--- src/shared/mid_pkg.sv ---
package mid_pkg;

	// ----------------------------------------------------------------
	// Instruction word layout
	// ----------------------------------------------------------------
	localparam int INSTR_W      = 14;
	localparam int FADDR_W      = 7;
	localparam int LIT_W        = 8;
	localparam int TGT_W        = 11;
	localparam int BIT_IDX_W    = 3;
	localparam int DATA_W       = 8;
	localparam int GROUP_MSB    = 13;
	localparam int GROUP_LSB    = 12;
	localparam int OPC_MSB      = 13;
	localparam int OPC_LSB      = 8;
	localparam int DEST_BIT     = 7;
	localparam int FADDR_MSB    = 6;
	localparam int BIT_MSB      = 9;
	localparam int BIT_LSB      = 7;
	localparam int BOP_MSB      = 11;
	localparam int BOP_LSB      = 10;
	localparam int GOTO_BIT     = 11;
	localparam int LOP_MSB      = 11;
	localparam int LOP_LSB      = 8;

	// Instruction groups in bits 13:12.
	localparam logic [1:0] GRP_BYTE = 2'h0;
	localparam logic [1:0] GRP_BIT  = 2'h1;
	localparam logic [1:0] GRP_JUMP = 2'h2;
	localparam logic [1:0] GRP_LIT  = 2'h3;

	// Byte operation codes, bits 11:8.
	localparam logic [3:0] BOP_MISC  = 4'h0;
	localparam logic [3:0] BOP_CLR   = 4'h1;
	localparam logic [3:0] BOP_SUB   = 4'h2;
	localparam logic [3:0] BOP_DEC   = 4'h3;
	localparam logic [3:0] BOP_IOR   = 4'h4;
	localparam logic [3:0] BOP_AND   = 4'h5;
	localparam logic [3:0] BOP_XOR   = 4'h6;
	localparam logic [3:0] BOP_ADD   = 4'h7;
	localparam logic [3:0] BOP_MOV   = 4'h8;
	localparam logic [3:0] BOP_COM   = 4'h9;
	localparam logic [3:0] BOP_INC   = 4'hA;
	localparam logic [3:0] BOP_DECSZ = 4'hB;
	localparam logic [3:0] BOP_RRF   = 4'hC;
	localparam logic [3:0] BOP_RLF   = 4'hD;
	localparam logic [3:0] BOP_SWAP  = 4'hE;
	localparam logic [3:0] BOP_INCSZ = 4'hF;

	// Bit operation codes, bits 11:10.
	localparam logic [1:0] BIT_CLR   = 2'h0;
	localparam logic [1:0] BIT_SET   = 2'h1;
	localparam logic [1:0] BIT_TSTC  = 2'h2;

	// Control words of the misc group.
	localparam logic [7:0] CTL_RETURN = 8'h08;
	localparam logic [7:0] CTL_RETFIE = 8'h09;
	localparam logic [6:0] CTL_NOP    = 7'h00;
	localparam logic [7:0] CTL_NOP_MASK = 8'h9F;

	// Literal operation codes, bits 11:8 (don't-care bits masked).
	localparam logic [3:0] LOP_IOR  = 4'h8;
	localparam logic [3:0] LOP_AND  = 4'h9;
	localparam logic [3:0] LOP_XOR  = 4'hA;

	// Special register addresses.
	localparam logic [6:0] ADDR_TMR_CNT = 7'h01;
	localparam logic [6:0] ADDR_PORT2   = 7'h06;

	// ----------------------------------------------------------------
	// Timing
	// ----------------------------------------------------------------
	localparam int OSC_PER_CYCLE = 4;
	localparam int PH_W          = 2;
	localparam logic [1:0] PH_LAST = 2'(OSC_PER_CYCLE - 1);

	typedef enum logic [1:0] {
		MID_CLASS_BYTE,
		MID_CLASS_BIT,
		MID_CLASS_LIT
	} mid_class_t;

endpackage

--- src/hdl/mid_fetch_reg.sv ---
`timescale 1ns/1ps

// Instruction holding register; read data comes out of a flip-flop.
module mid_fetch_reg
	import mid_pkg::*;
(
	input  wire logic               clk_sys_i,
	input  wire logic               arst_n_i,
	input  wire logic               load_i,
	input  wire logic [INSTR_W-1:0] word_i,
	output logic      [INSTR_W-1:0] word_o
);

	// Latch a fresh word when asked; a reset holds a no-operation.
	always_ff @(posedge clk_sys_i or negedge arst_n_i) begin
		if (!arst_n_i) begin
			word_o <= '0;
		end else if (load_i) begin
			word_o <= word_i;
		end
	end

endmodule // mid_fetch_reg

--- src/hdl/mid_decode.sv ---
`timescale 1ns/1ps

module mid_decode
	import mid_pkg::*;
(
	input  wire logic               clk_sys_i,
	input  wire logic               arst_n_i,
	input  wire logic [INSTR_W-1:0] prog_word_i,
	input  wire logic [DATA_W-1:0]  file_rdata_i,
	input  wire logic [DATA_W-1:0]  port_pins_i,
	input  wire logic               presc_on_timer_i,
	input  wire logic               carry_i,
	output logic                    fetch_o,
	output logic      [FADDR_W-1:0] file_addr_o,
	output logic                    file_rd_o,
	output logic                    file_we_o,
	output logic      [DATA_W-1:0]  file_wdata_o,
	output logic                    w_we_o,
	output logic      [DATA_W-1:0]  w_q_o,
	output logic                    pc_load_o,
	output logic      [TGT_W-1:0]   pc_target_o,
	output logic                    pc_pop_o,
	output logic                    pc_push_o,
	output logic                    port_mismatch_clr_o,
	output logic                    presc_clr_o,
	output logic      [1:0]         instr_class_o,
	output logic                    flush_o
);

	// ----------------------------------------------------------------
	// Cycle phase and fetch
	// ----------------------------------------------------------------
	logic [PH_W-1:0]    phase_q;
	logic               flush_q;
	logic [INSTR_W-1:0] ir;
	logic               last_ph;

	assign last_ph = (phase_q == PH_LAST);

	// Four clocks make one instruction cycle.
	always_ff @(posedge clk_sys_i or negedge arst_n_i) begin
		if (!arst_n_i) begin
			phase_q <= '0;
		end else begin
			phase_q <= phase_q + 2'(1);
		end
	end

	// Whole 14-bit word latched at the cycle boundary.
	mid_fetch_reg u_fetch (
		.clk_sys_i (clk_sys_i),
		.arst_n_i  (arst_n_i),
		.load_i    (last_ph),
		.word_i    (prog_word_i),
		.word_o    (ir)
	);

	// ----------------------------------------------------------------
	// Field extraction
	// ----------------------------------------------------------------
	logic [1:0]           grp;
	logic [3:0]           bop;
	logic                 dest;
	logic [FADDR_W-1:0]   fa;
	logic [BIT_IDX_W-1:0] bidx;
	logic [1:0]           bitop;
	logic [LIT_W-1:0]     lit;
	logic [TGT_W-1:0]     tgt;
	mid_class_t           cls;

	assign grp   = ir[GROUP_MSB:GROUP_LSB];
	assign bop   = ir[OPC_MSB-2:OPC_LSB];
	assign dest  = ir[DEST_BIT];
	assign fa    = ir[FADDR_MSB:0];
	assign bidx  = ir[BIT_MSB:BIT_LSB];
	assign bitop = ir[BOP_MSB:BOP_LSB];
	assign lit   = ir[LIT_W-1:0];
	assign tgt   = ir[TGT_W-1:0];

	// Exactly one group per word; jumps join literal/control.
	always_comb begin
		unique case (grp)
			GRP_BYTE: cls = MID_CLASS_BYTE;
			GRP_BIT:  cls = MID_CLASS_BIT;
			GRP_JUMP,
			GRP_LIT:  cls = MID_CLASS_LIT;
		endcase
	end

	// ----------------------------------------------------------------
	// Execute
	// ----------------------------------------------------------------
	logic [DATA_W-1:0] w_q;
	logic [DATA_W-1:0] src;
	logic [DATA_W-1:0] res;
	logic [DATA_W-1:0] bmask;
	logic              to_file;
	logic              to_w;
	logic              skip;
	logic              jump;
	logic              ret;
	logic              call;
	logic              names_file;
	logic              is_io;

	// Self-modify of an I/O port reads the pins.
	assign is_io = (fa == ADDR_PORT2);
	assign src   = is_io ? port_pins_i : file_rdata_i;
	assign bmask = DATA_W'(1) << bidx;

	// Compute result, destination and flow change.
	always_comb begin
		res        = '0;
		to_file    = 1'b0;
		to_w       = 1'b0;
		skip       = 1'b0;
		jump       = 1'b0;
		ret        = 1'b0;
		call       = 1'b0;
		names_file = 1'b0;
		unique case (cls)
			MID_CLASS_BYTE: begin
				names_file = 1'b1;
				to_file = dest;
				to_w    = !dest;
				unique case (bop)
					BOP_MISC: begin
						to_w = 1'b0;
						to_file = dest;
						res = w_q;
						names_file = dest;
						// Bits 6:5 of a no-operation are don't-care.
						if (ir[LIT_W-1:0] == CTL_RETURN) begin
							ret = 1'b1;
						end else if (ir[LIT_W-1:0] == CTL_RETFIE) begin
							ret = 1'b1;
						end
					end
					BOP_CLR:   res = '0;
					BOP_SUB:   res = src - w_q;
					BOP_DEC:   res = src - DATA_W'(1);
					BOP_IOR:   res = src | w_q;
					BOP_AND:   res = src & w_q;
					BOP_XOR:   res = src ^ w_q;
					BOP_ADD:   res = src + w_q;
					BOP_MOV:   res = src;
					BOP_COM:   res = ~src;
					BOP_INC:   res = src + DATA_W'(1);
					BOP_DECSZ: begin
						res  = src - DATA_W'(1);
						skip = (res == '0);
					end
					BOP_RRF:   res = {carry_i, src[DATA_W-1:1]};
					BOP_RLF:   res = {src[DATA_W-2:0], carry_i};
					BOP_SWAP:  res = {src[3:0], src[7:4]};
					BOP_INCSZ: begin
						res  = src + DATA_W'(1);
						skip = (res == '0);
					end
				endcase
				// Clear of W (d=0) ignores the file field.
				if (bop == BOP_CLR && !dest) begin
					names_file = 1'b0;
				end
			end
			MID_CLASS_BIT: begin
				names_file = 1'b1;
				unique case (bitop)
					BIT_CLR: begin
						res = src & ~bmask;
						to_file = 1'b1;
					end
					BIT_SET: begin
						res = src | bmask;
						to_file = 1'b1;
					end
					BIT_TSTC: skip = ((src & bmask) == '0);
					default:  skip = ((src & bmask) != '0);
				endcase
			end
			MID_CLASS_LIT: begin
				to_w = 1'b1;
				if (grp == GRP_JUMP) begin
					to_w = 1'b0;
					jump = 1'b1;
					call = !ir[GOTO_BIT];
				end else if (ir[LOP_MSB:LOP_MSB-1] == 2'h0) begin
					res = lit;
				end else if (ir[LOP_MSB:LOP_MSB-1] == 2'h1) begin
					res = lit;
					ret = 1'b1;
				end else if (ir[LOP_MSB:LOP_MSB-1] == 2'h2) begin
					unique case (ir[LOP_LSB+1:LOP_LSB])
						2'h0:    res = lit | w_q;
						2'h1:    res = lit & w_q;
						2'h2:    res = lit ^ w_q;
						default: res = '0;
					endcase
				end else if (!ir[LOP_LSB+1]) begin
					res = lit - w_q;
				end else begin
					res = lit + w_q;
				end
			end
			default: res = '0;
		endcase
	end

	// ----------------------------------------------------------------
	// Cycle sequencing and outputs
	// ----------------------------------------------------------------
	logic exec;
	assign exec = (phase_q == '0) && !flush_q;

	// A taken flow change voids the next cycle as a no-op.
	always_ff @(posedge clk_sys_i or negedge arst_n_i) begin
		if (!arst_n_i) begin
			flush_q <= 1'b0;
		end else if (phase_q == '0) begin
			flush_q <= !flush_q && (skip || jump || ret);
		end
	end

	// Working register update.
	always_ff @(posedge clk_sys_i or negedge arst_n_i) begin
		if (!arst_n_i) begin
			w_q <= '0;
		end else if (exec && to_w) begin
			w_q <= res;
		end
	end

	// Register-file and flow strobes, one clock each; flush_o holds for four.
	always_ff @(posedge clk_sys_i or negedge arst_n_i) begin
		if (!arst_n_i) begin
			file_addr_o         <= '0;
			file_rd_o           <= 1'b0;
			file_we_o           <= 1'b0;
			file_wdata_o        <= '0;
			w_we_o              <= 1'b0;
			pc_load_o           <= 1'b0;
			pc_target_o         <= '0;
			pc_pop_o            <= 1'b0;
			pc_push_o           <= 1'b0;
			port_mismatch_clr_o <= 1'b0;
			presc_clr_o         <= 1'b0;
			instr_class_o       <= '0;
			flush_o             <= 1'b0;
			fetch_o             <= 1'b0;
		end else begin
			file_addr_o   <= fa;
			file_rd_o     <= exec && names_file;
			file_we_o     <= exec && to_file;
			file_wdata_o  <= res;
			w_we_o        <= exec && to_w;
			pc_load_o     <= exec && jump;
			pc_target_o   <= tgt;
			pc_pop_o      <= exec && ret;
			pc_push_o     <= exec && call;
			instr_class_o <= 2'(cls);
			flush_o       <= flush_q;
			fetch_o       <= last_ph;
			// The implied read of the port clears its mismatch.
			port_mismatch_clr_o <= exec && names_file && is_io;
			presc_clr_o <= exec && to_file && (fa == ADDR_TMR_CNT)
				&& presc_on_timer_i;
		end
	end

	assign w_q_o = w_q;
endmodule // mid_decode

--- config.mk ---
export PLATFORM = sky130hd
export DESIGN_NAME = mid_decode
export DESIGN_NICKNAME = d
export VERILOG_FILES = /design/src/shared/mid_pkg.sv /design/src/hdl/mid_fetch_reg.sv /design/src/hdl/mid_decode.sv
export SDC_FILE = /design/constraint.sdc
export NUM_CORES = 1
export LEC_CHECK = 0
export BUFFER_PORTS_ARGS = -buffer_cell sky130_fd_sc_hd__buf_2
export CORE_MARGIN = 2
export CORE_UTILIZATION = 45
export DETAILED_ROUTE_END_ITERATION = 6
export GPL_TIMING_DRIVEN = 0
export PLACE_DENSITY = 0.63
export SLEW_MARGIN = 5
export SYNTH_ARGS = -nofsm -noshare
export SYNTH_HDL_FRONTEND = slang
export SYNTH_HIERARCHICAL = 1
export SYNTH_SLANG_ARGS = --single-unit
export TNS_END_PERCENT = 10
--- constraint.sdc ---
create_clock -name clk_sys_i -period 4.7 [get_ports clk_sys_i]
set_input_delay 0.47 -clock clk_sys_i [delete_from_list [all_inputs] [get_ports clk_sys_i]]
set_output_delay 0.47 -clock clk_sys_i [all_outputs]
set_load 0.01 [all_outputs]
# Word-level counts from Yosys, hierarchy flattened
# Cells that the tools add are included.
# W data, S select, Z words.
[op_classes]
addsub = 7
multipliers = 0
div_mod_pow = 0
magnitude_cmp = 0
n_eq_ne = 29
n_shift = 1
mux = 33
n_bitwise = 11
reduce_logical = 31
[ops]
columns = ["operator", "count"]
rows = [
  ["$pmux W8 S14", 1],
  ["$mux W8", 6],
  ["$pmux W8 S3", 2],
  ["$and A8 B8 Y8", 4],
  ["$eq A4 B4 Y1 const B", 8],
  ["$logic_not A8 Y1", 3],
  ["$or A8 B8 Y8", 3],
  ["$add A8 B8 Y8", 2],
  ["$eq A4 B3 Y1 const B", 4],
  ["$eq A8 B4 Y1 const B", 2],
  ["$not A8 Y8", 2],
  ["$pmux W8 S2", 1],
  ["$sub A8 B8 Y8", 2],
  ["$xor A8 B8 Y8", 2],
  ["$mux W1", 15],
  ["$pmux W1 S2", 7],
  ["$eq A2 B2 Y1 const B", 6],
  ["$logic_and A1 B1 Y1", 12],
  ["$logic_not A2 Y1", 5],
  ["$add A8 B1 Y8 const B", 1],
  ["$eq A2 B1 Y1 const B", 4],
  ["$eq A4 B2 Y1 const B", 2],
  ["$reduce_bool A8 Y1", 1],
  ["$reduce_or A2 Y1", 4],
  ["10 further kinds", 13],
]
[word_totals]
regBits = 63
latchBits = 0
mem_bits_rw = 0
mem_bits_ro = 0
output_inout_bits = 46
wordCells = 130
memories = 0

# Longest topological paths before layout
[depth]
word_depth = 9
mapped_depth = 14
depth_no_buf = 14

# By module
# Netlist, hierarchy kept.
[modules_own_cells]
columns = ["module", "instances", "cells_per_inst", "area_per_inst_um2", "seq_area_each_um2"]
rows = [
  ["mid_decode", 1, 650, 5262.5, 1051.0],
  ["mid_fetch_reg", 1, 29, 519.2, 350.3],
]

# Worst setup path before layout
# No wires, ideal clock.
[synth_timing]
path_kind = "reg-to-reg"
startpoint = "register u_fetch.word_o[5]"
endpoint = "register flush_q"
t_arrival_ps = 3285
t_required_ps = 4576
slack_ps = 1291
path_stages_with_launch = 15
n_path_buf = 2
cell_sequence = "dfrtp_1 > or3_4 > buf_6 > o21ai_2 > nand2_1 > inv_1 > ha_1 > clkbuf_1 > or3b_1 > or4_1 > a32oi_1 > nor3_1 > a41oi_1 > o31a_1 > o21ai_1"
[synth_via]
elab_chain_len = 9
elab_cells_between_ends = 21
cone_classes = "add/sub (2); eq/ne (3); mux (8); bitwise (1); reduce/logical (7)"
[synth_rtl]
columns = ["item", "line", "rtl"]
rows = [
  ["start: declaration", "mid_fetch_reg.sv:11", "output logic [INSTR_W-1:0] word_o"],
  ["start signal: assignment", "mid_fetch_reg.sv:19", "word_o <= word_i;"],
  ["$eq A7 B3 Y1", "mid_decode.sv:107", "assign is_io = (fa == ADDR_PORT2);"],
  ["$mux W8", "mid_decode.sv:108", "assign src = is_io ? port_pins_i : file_rdata_i;"],
  ["$add A8 B1 Y8, or another cell as far along", "mid_decode.sv:157", "res = src + DATA_W'(1);"],
  ["$logic_not A8 Y1, or another cell as far along", "mid_decode.sv:158", "skip = (res == '0);"],
  ["$pmux W1 S2 (on tied branches)", "mid_decode.sv:126, mid_decode.sv:168", ""],
  ["$pmux W1 S2", "mid_decode.sv:121", "unique case (cls)"],
  ["$logic_or A1 B1 Y1", "mid_decode.sv:220", "flush_q <= !flush_q && (skip || jump || ret);"],
  ["$logic_or A1 B1 Y1 (*)", "mid_decode.sv:220", ""],
  ["$logic_and A1 B1 Y1 (*)", "mid_decode.sv:220", ""],
  ["end signal: assignment", "mid_decode.sv:220", ""],
  ["end: declaration", "mid_decode.sv:34", "logic flush_q;"],
]
# Every way passes the cells marked *; elsewhere a longest branch is shown, timed or not.
# A chain may end at the register's enable or synchronous reset.

# Worst setup path in the final report
[layout_timing]
startpoint = "register u_fetch.word_o[3]"
endpoint = "register flush_q"
# Same word-level chain as after synthesis.

==> impl_metrics.toml <==
[clocking]
cts_tree = "yes"
cts_max_path_buffers = 2
htreeDepth = 2
cts-buffers-inserted = 5
path_clk_slew_ns = 0.07
post_cts_buffers = 0
post_cts_resized = 0
cts_root_buf = "clkbuf_16"
hold_buffers = 0
clock_latency_ns = 0.30
clock_sinks = 56

[detailed_routing]
postRouteWirelength_mm = 21.18
drc = 0
vias = 5895
drt_first_pass_iters = 6
wl_per_cell_um = 22.62
via_per_inst = 6.298
drtIter0Drc = 832
drtAntennaViolNets = 0

[setup_path]
worstPathRequired_ns = 4.89
r2r_slack_ns = 0.27
cp-start-kind = "flop"
cp_common_cell = "clkbuf_1"
cp.arrival_ns = 4.62
cp_slowest_cell = "dfrtp_1"
worstPathMaxFanout = 10
r2r_end = "flush_q"
crit_type = "flop to flop"
ff2ff_path_depth = 14
r2r-start = "u_fetch/word_o[3]"
cp_slowest_stage_delay_ns = 0.51
crit_path_end_kind = "flop"
cp_cell_sequence = "nand4bb_2 -> clkbuf_1 -> o21ai_2 -> nand2_1 -> inv_1 -> ha_1 -> clkbuf_1 -> or3b_1 -> or4_1 -> a32oi_1 -> nor3_1 -> a41oi_1 -> o31a_1 -> o21ai_1"

[final_layout]
multi_input_area_um2 = 3830
most-common-layout-cells = "buf_2 (83), dfrtp_1 (56), nand2_1 (51)"
syn_to_final_growth_pct = 13.33
ff_latch_area_um2 = 1401
stdcell_count = 936
drive_above_1_share_pct = 21.73
final_common_cell = "buf_2"
nFillCells = 1221
final_area_um2 = 6553
num_antenna_cells = 0
nets = 846

[synthesis]
yosysWarnings = 6
synth_nets = 762
synth_edf_count = 0
syn-cell-area_um2 = 5782
ys_types = 84
yosysTopAreaCellShare_pct = 24.24
postSynth.asyncResetShare_pct = 100.0
synth_ff_type = "dfrtp_1"
ys_seq_area_share_pct = 24.24
syn_avg_cell_area_um2 = 8.515
yosys.area.top_type = "dfrtp_1"
synth_seq_cells = 56
synth_area_leaders = "dfrtp_1 (24%), ha_1 (10%), xnor2_1 (4.7%)"
syn_inst = 679

[floorplan]
die_y_um = 117.4
floorplan.rows = 41
die_area_um2 = 13770
initial_core_util_pct = 46.00
io_pins = 80
core_um2 = 12570
die_w_um = 117.4

[power]
internal-power_mw = 1.279
p_leak_nw = 2.852
peakVddDrop_mv = 0.1883
power_switching_mw = 0.9978
p_seq_share_pct = 27.4
pwr-share-clk_pct = 19.0
power_per_cell_area_nw_per_um2 = 347.4
power_frac_comb_pct = 53.5
switching_share_pct = 43.83

[job]
maxCapViolations = 0

[timing]
finalMaxSlewViolations = 0
setup_viol = 0
tns_ns = 0
clock_skew_ns = 0.005123
finalHoldViolCount = 0
layout_setup_ws_ns = 0.2699
tightestPinTransition_ns = 0.7666
min_period_over_period_pct = 94.26
fmax_mhz = 225.7
rsz0062_at_grt = "no"
finalHoldWorstSlack_ns = 0.2070
min_period_ns = 4.430
relSlewSlack_pct = 48.50

[place]
hpwlAfterDp_mm = 16.07
io_buffers = 77
dpl-instance-area_um2 = 6382
gp_congestion = 0.9935
dp_slack_ns = 0.4042
post-place-cells = 928

[global_routing]
grt_overflow = 0
grt.total_usage_pct = 30.49
grt_pass1_wl_mm = 33.02
grt_max_degree = 57
grt_pass1_vias = 5701
antenna_found_initial = 0

[worst_hold_path]
hold_class = "input port to asynchronous set/reset pin"

[status]
outcome = "completed"
==> logic make-up after synthesis <==
group           Yosys count  share of synthesized area (%)
simple gates            214                          18.59
compound gates          191                          23.70
buf+inv                  92                          9.522
flops                    56                          24.24
fa+ha+maj                49                          10.86
mux                      39                          7.336
xor+xnor                 38                          5.756
==> per-stage QoR <==
step	total power, mW	util (%)
after floorplan	1.442	-
after global placement	1.790	50.78
after detailed placement	1.816	50.78
after CTS	2.255	52.12
after global routing	2.418	52.14
final	2.276	52.14
==> registers in the layout, indices dropped and copies added, names as in the netlist, 2 cells and up <==
signal and cells:
pc_target_o 11, phase_q 2, file_wdata_o 8, instr_class_o 2
w_q_o 8, u_fetch/word_o 14
==> worst max-delay path, delay by kind of cell (launching register included) <==
kind	cells	cell delay, ns
DFF	1	0.51
adders and majority gates	1	0.16
and+or+nand+nor	5	1.54
buffers and inverters	3	0.83
AOI/OAI and AO/OA	5	1.26
==> Yosys cell counts (all sizes together), types with 3 or more instances <==
cell type	number
a211oi	14
a21o	3
a21oi	31
a22o	7
a22oi	7
a2bb2oi	6
a31oi	6
a32oi	6
a41oi	3
and2	11
and3	6
buf	30
clkbuf	26
dfrtp	56
ha	47
inv	36
mux2	21
mux2i	18
nand2	53
nand2b	13
nand3	31
nand4	3
nor2	49
nor2b	4
nor3	24
nor4	7
o2111ai	4
o211a	3
o211ai	10
o21a	3
o21ai	39
o21bai	7
o221ai	9
o22ai	6
o311ai	4
o32ai	3
xnor2	31
xor2	7
==> layer usage <==
layer	global-route usage, %	wire [um]	vias to the layer above
met5	0	0	-
li1	-	-	2651
met4	10.99	812	0
met1	43.21	9010	2809
met3	5.982	2151	56
met2	46.16	9201	379
==> power groups by stage <==
stage	combinational, mW	clock [mW]	sequential, mW
global route	1.33	0.459	0.629
detailed placement	1.19	0	0.630
floorplan	0.825	0	0.617
CTS	1.20	0.439	0.621
finish	1.22	0.433	0.625
global placement	1.16	0	0.629
==> cell type report <==
cell class | count | share of cell area, %
plain buffers | 56 | 6.263
clock buffers | 6 | 1.967
clock inverters | 2 | 0.5919
inverters | 36 | 2.139
multi-input cells | 531 | 58.45
flip-flops and latches | 56 | 21.39
well taps | 172 | 3.284
repair buffers | 77 | 5.919
==> worst max path at each step <==
| stage | to | cells past startpoint | start | slack [ns] |
|---|---|---|---|---|
| global placement | flush_q | 14 | u_fetch/word_o[3] | 0.34 |
| detailed placement | flush_q | 14 | u_fetch/word_o[3] | 0.40 |
| finish | flush_q | 14 | u_fetch/word_o[3] | 0.27 |
| CTS | flush_q | 14 | u_fetch/word_o[3] | 0.36 |
| floorplan | flush_q | 14 | u_fetch/word_o[5] | 1.29 |
| global route | w_q_o[6] | 14 | u_fetch/word_o[3] | 0.14 |
No activity file was read; power rests on OpenSTA's default activity.
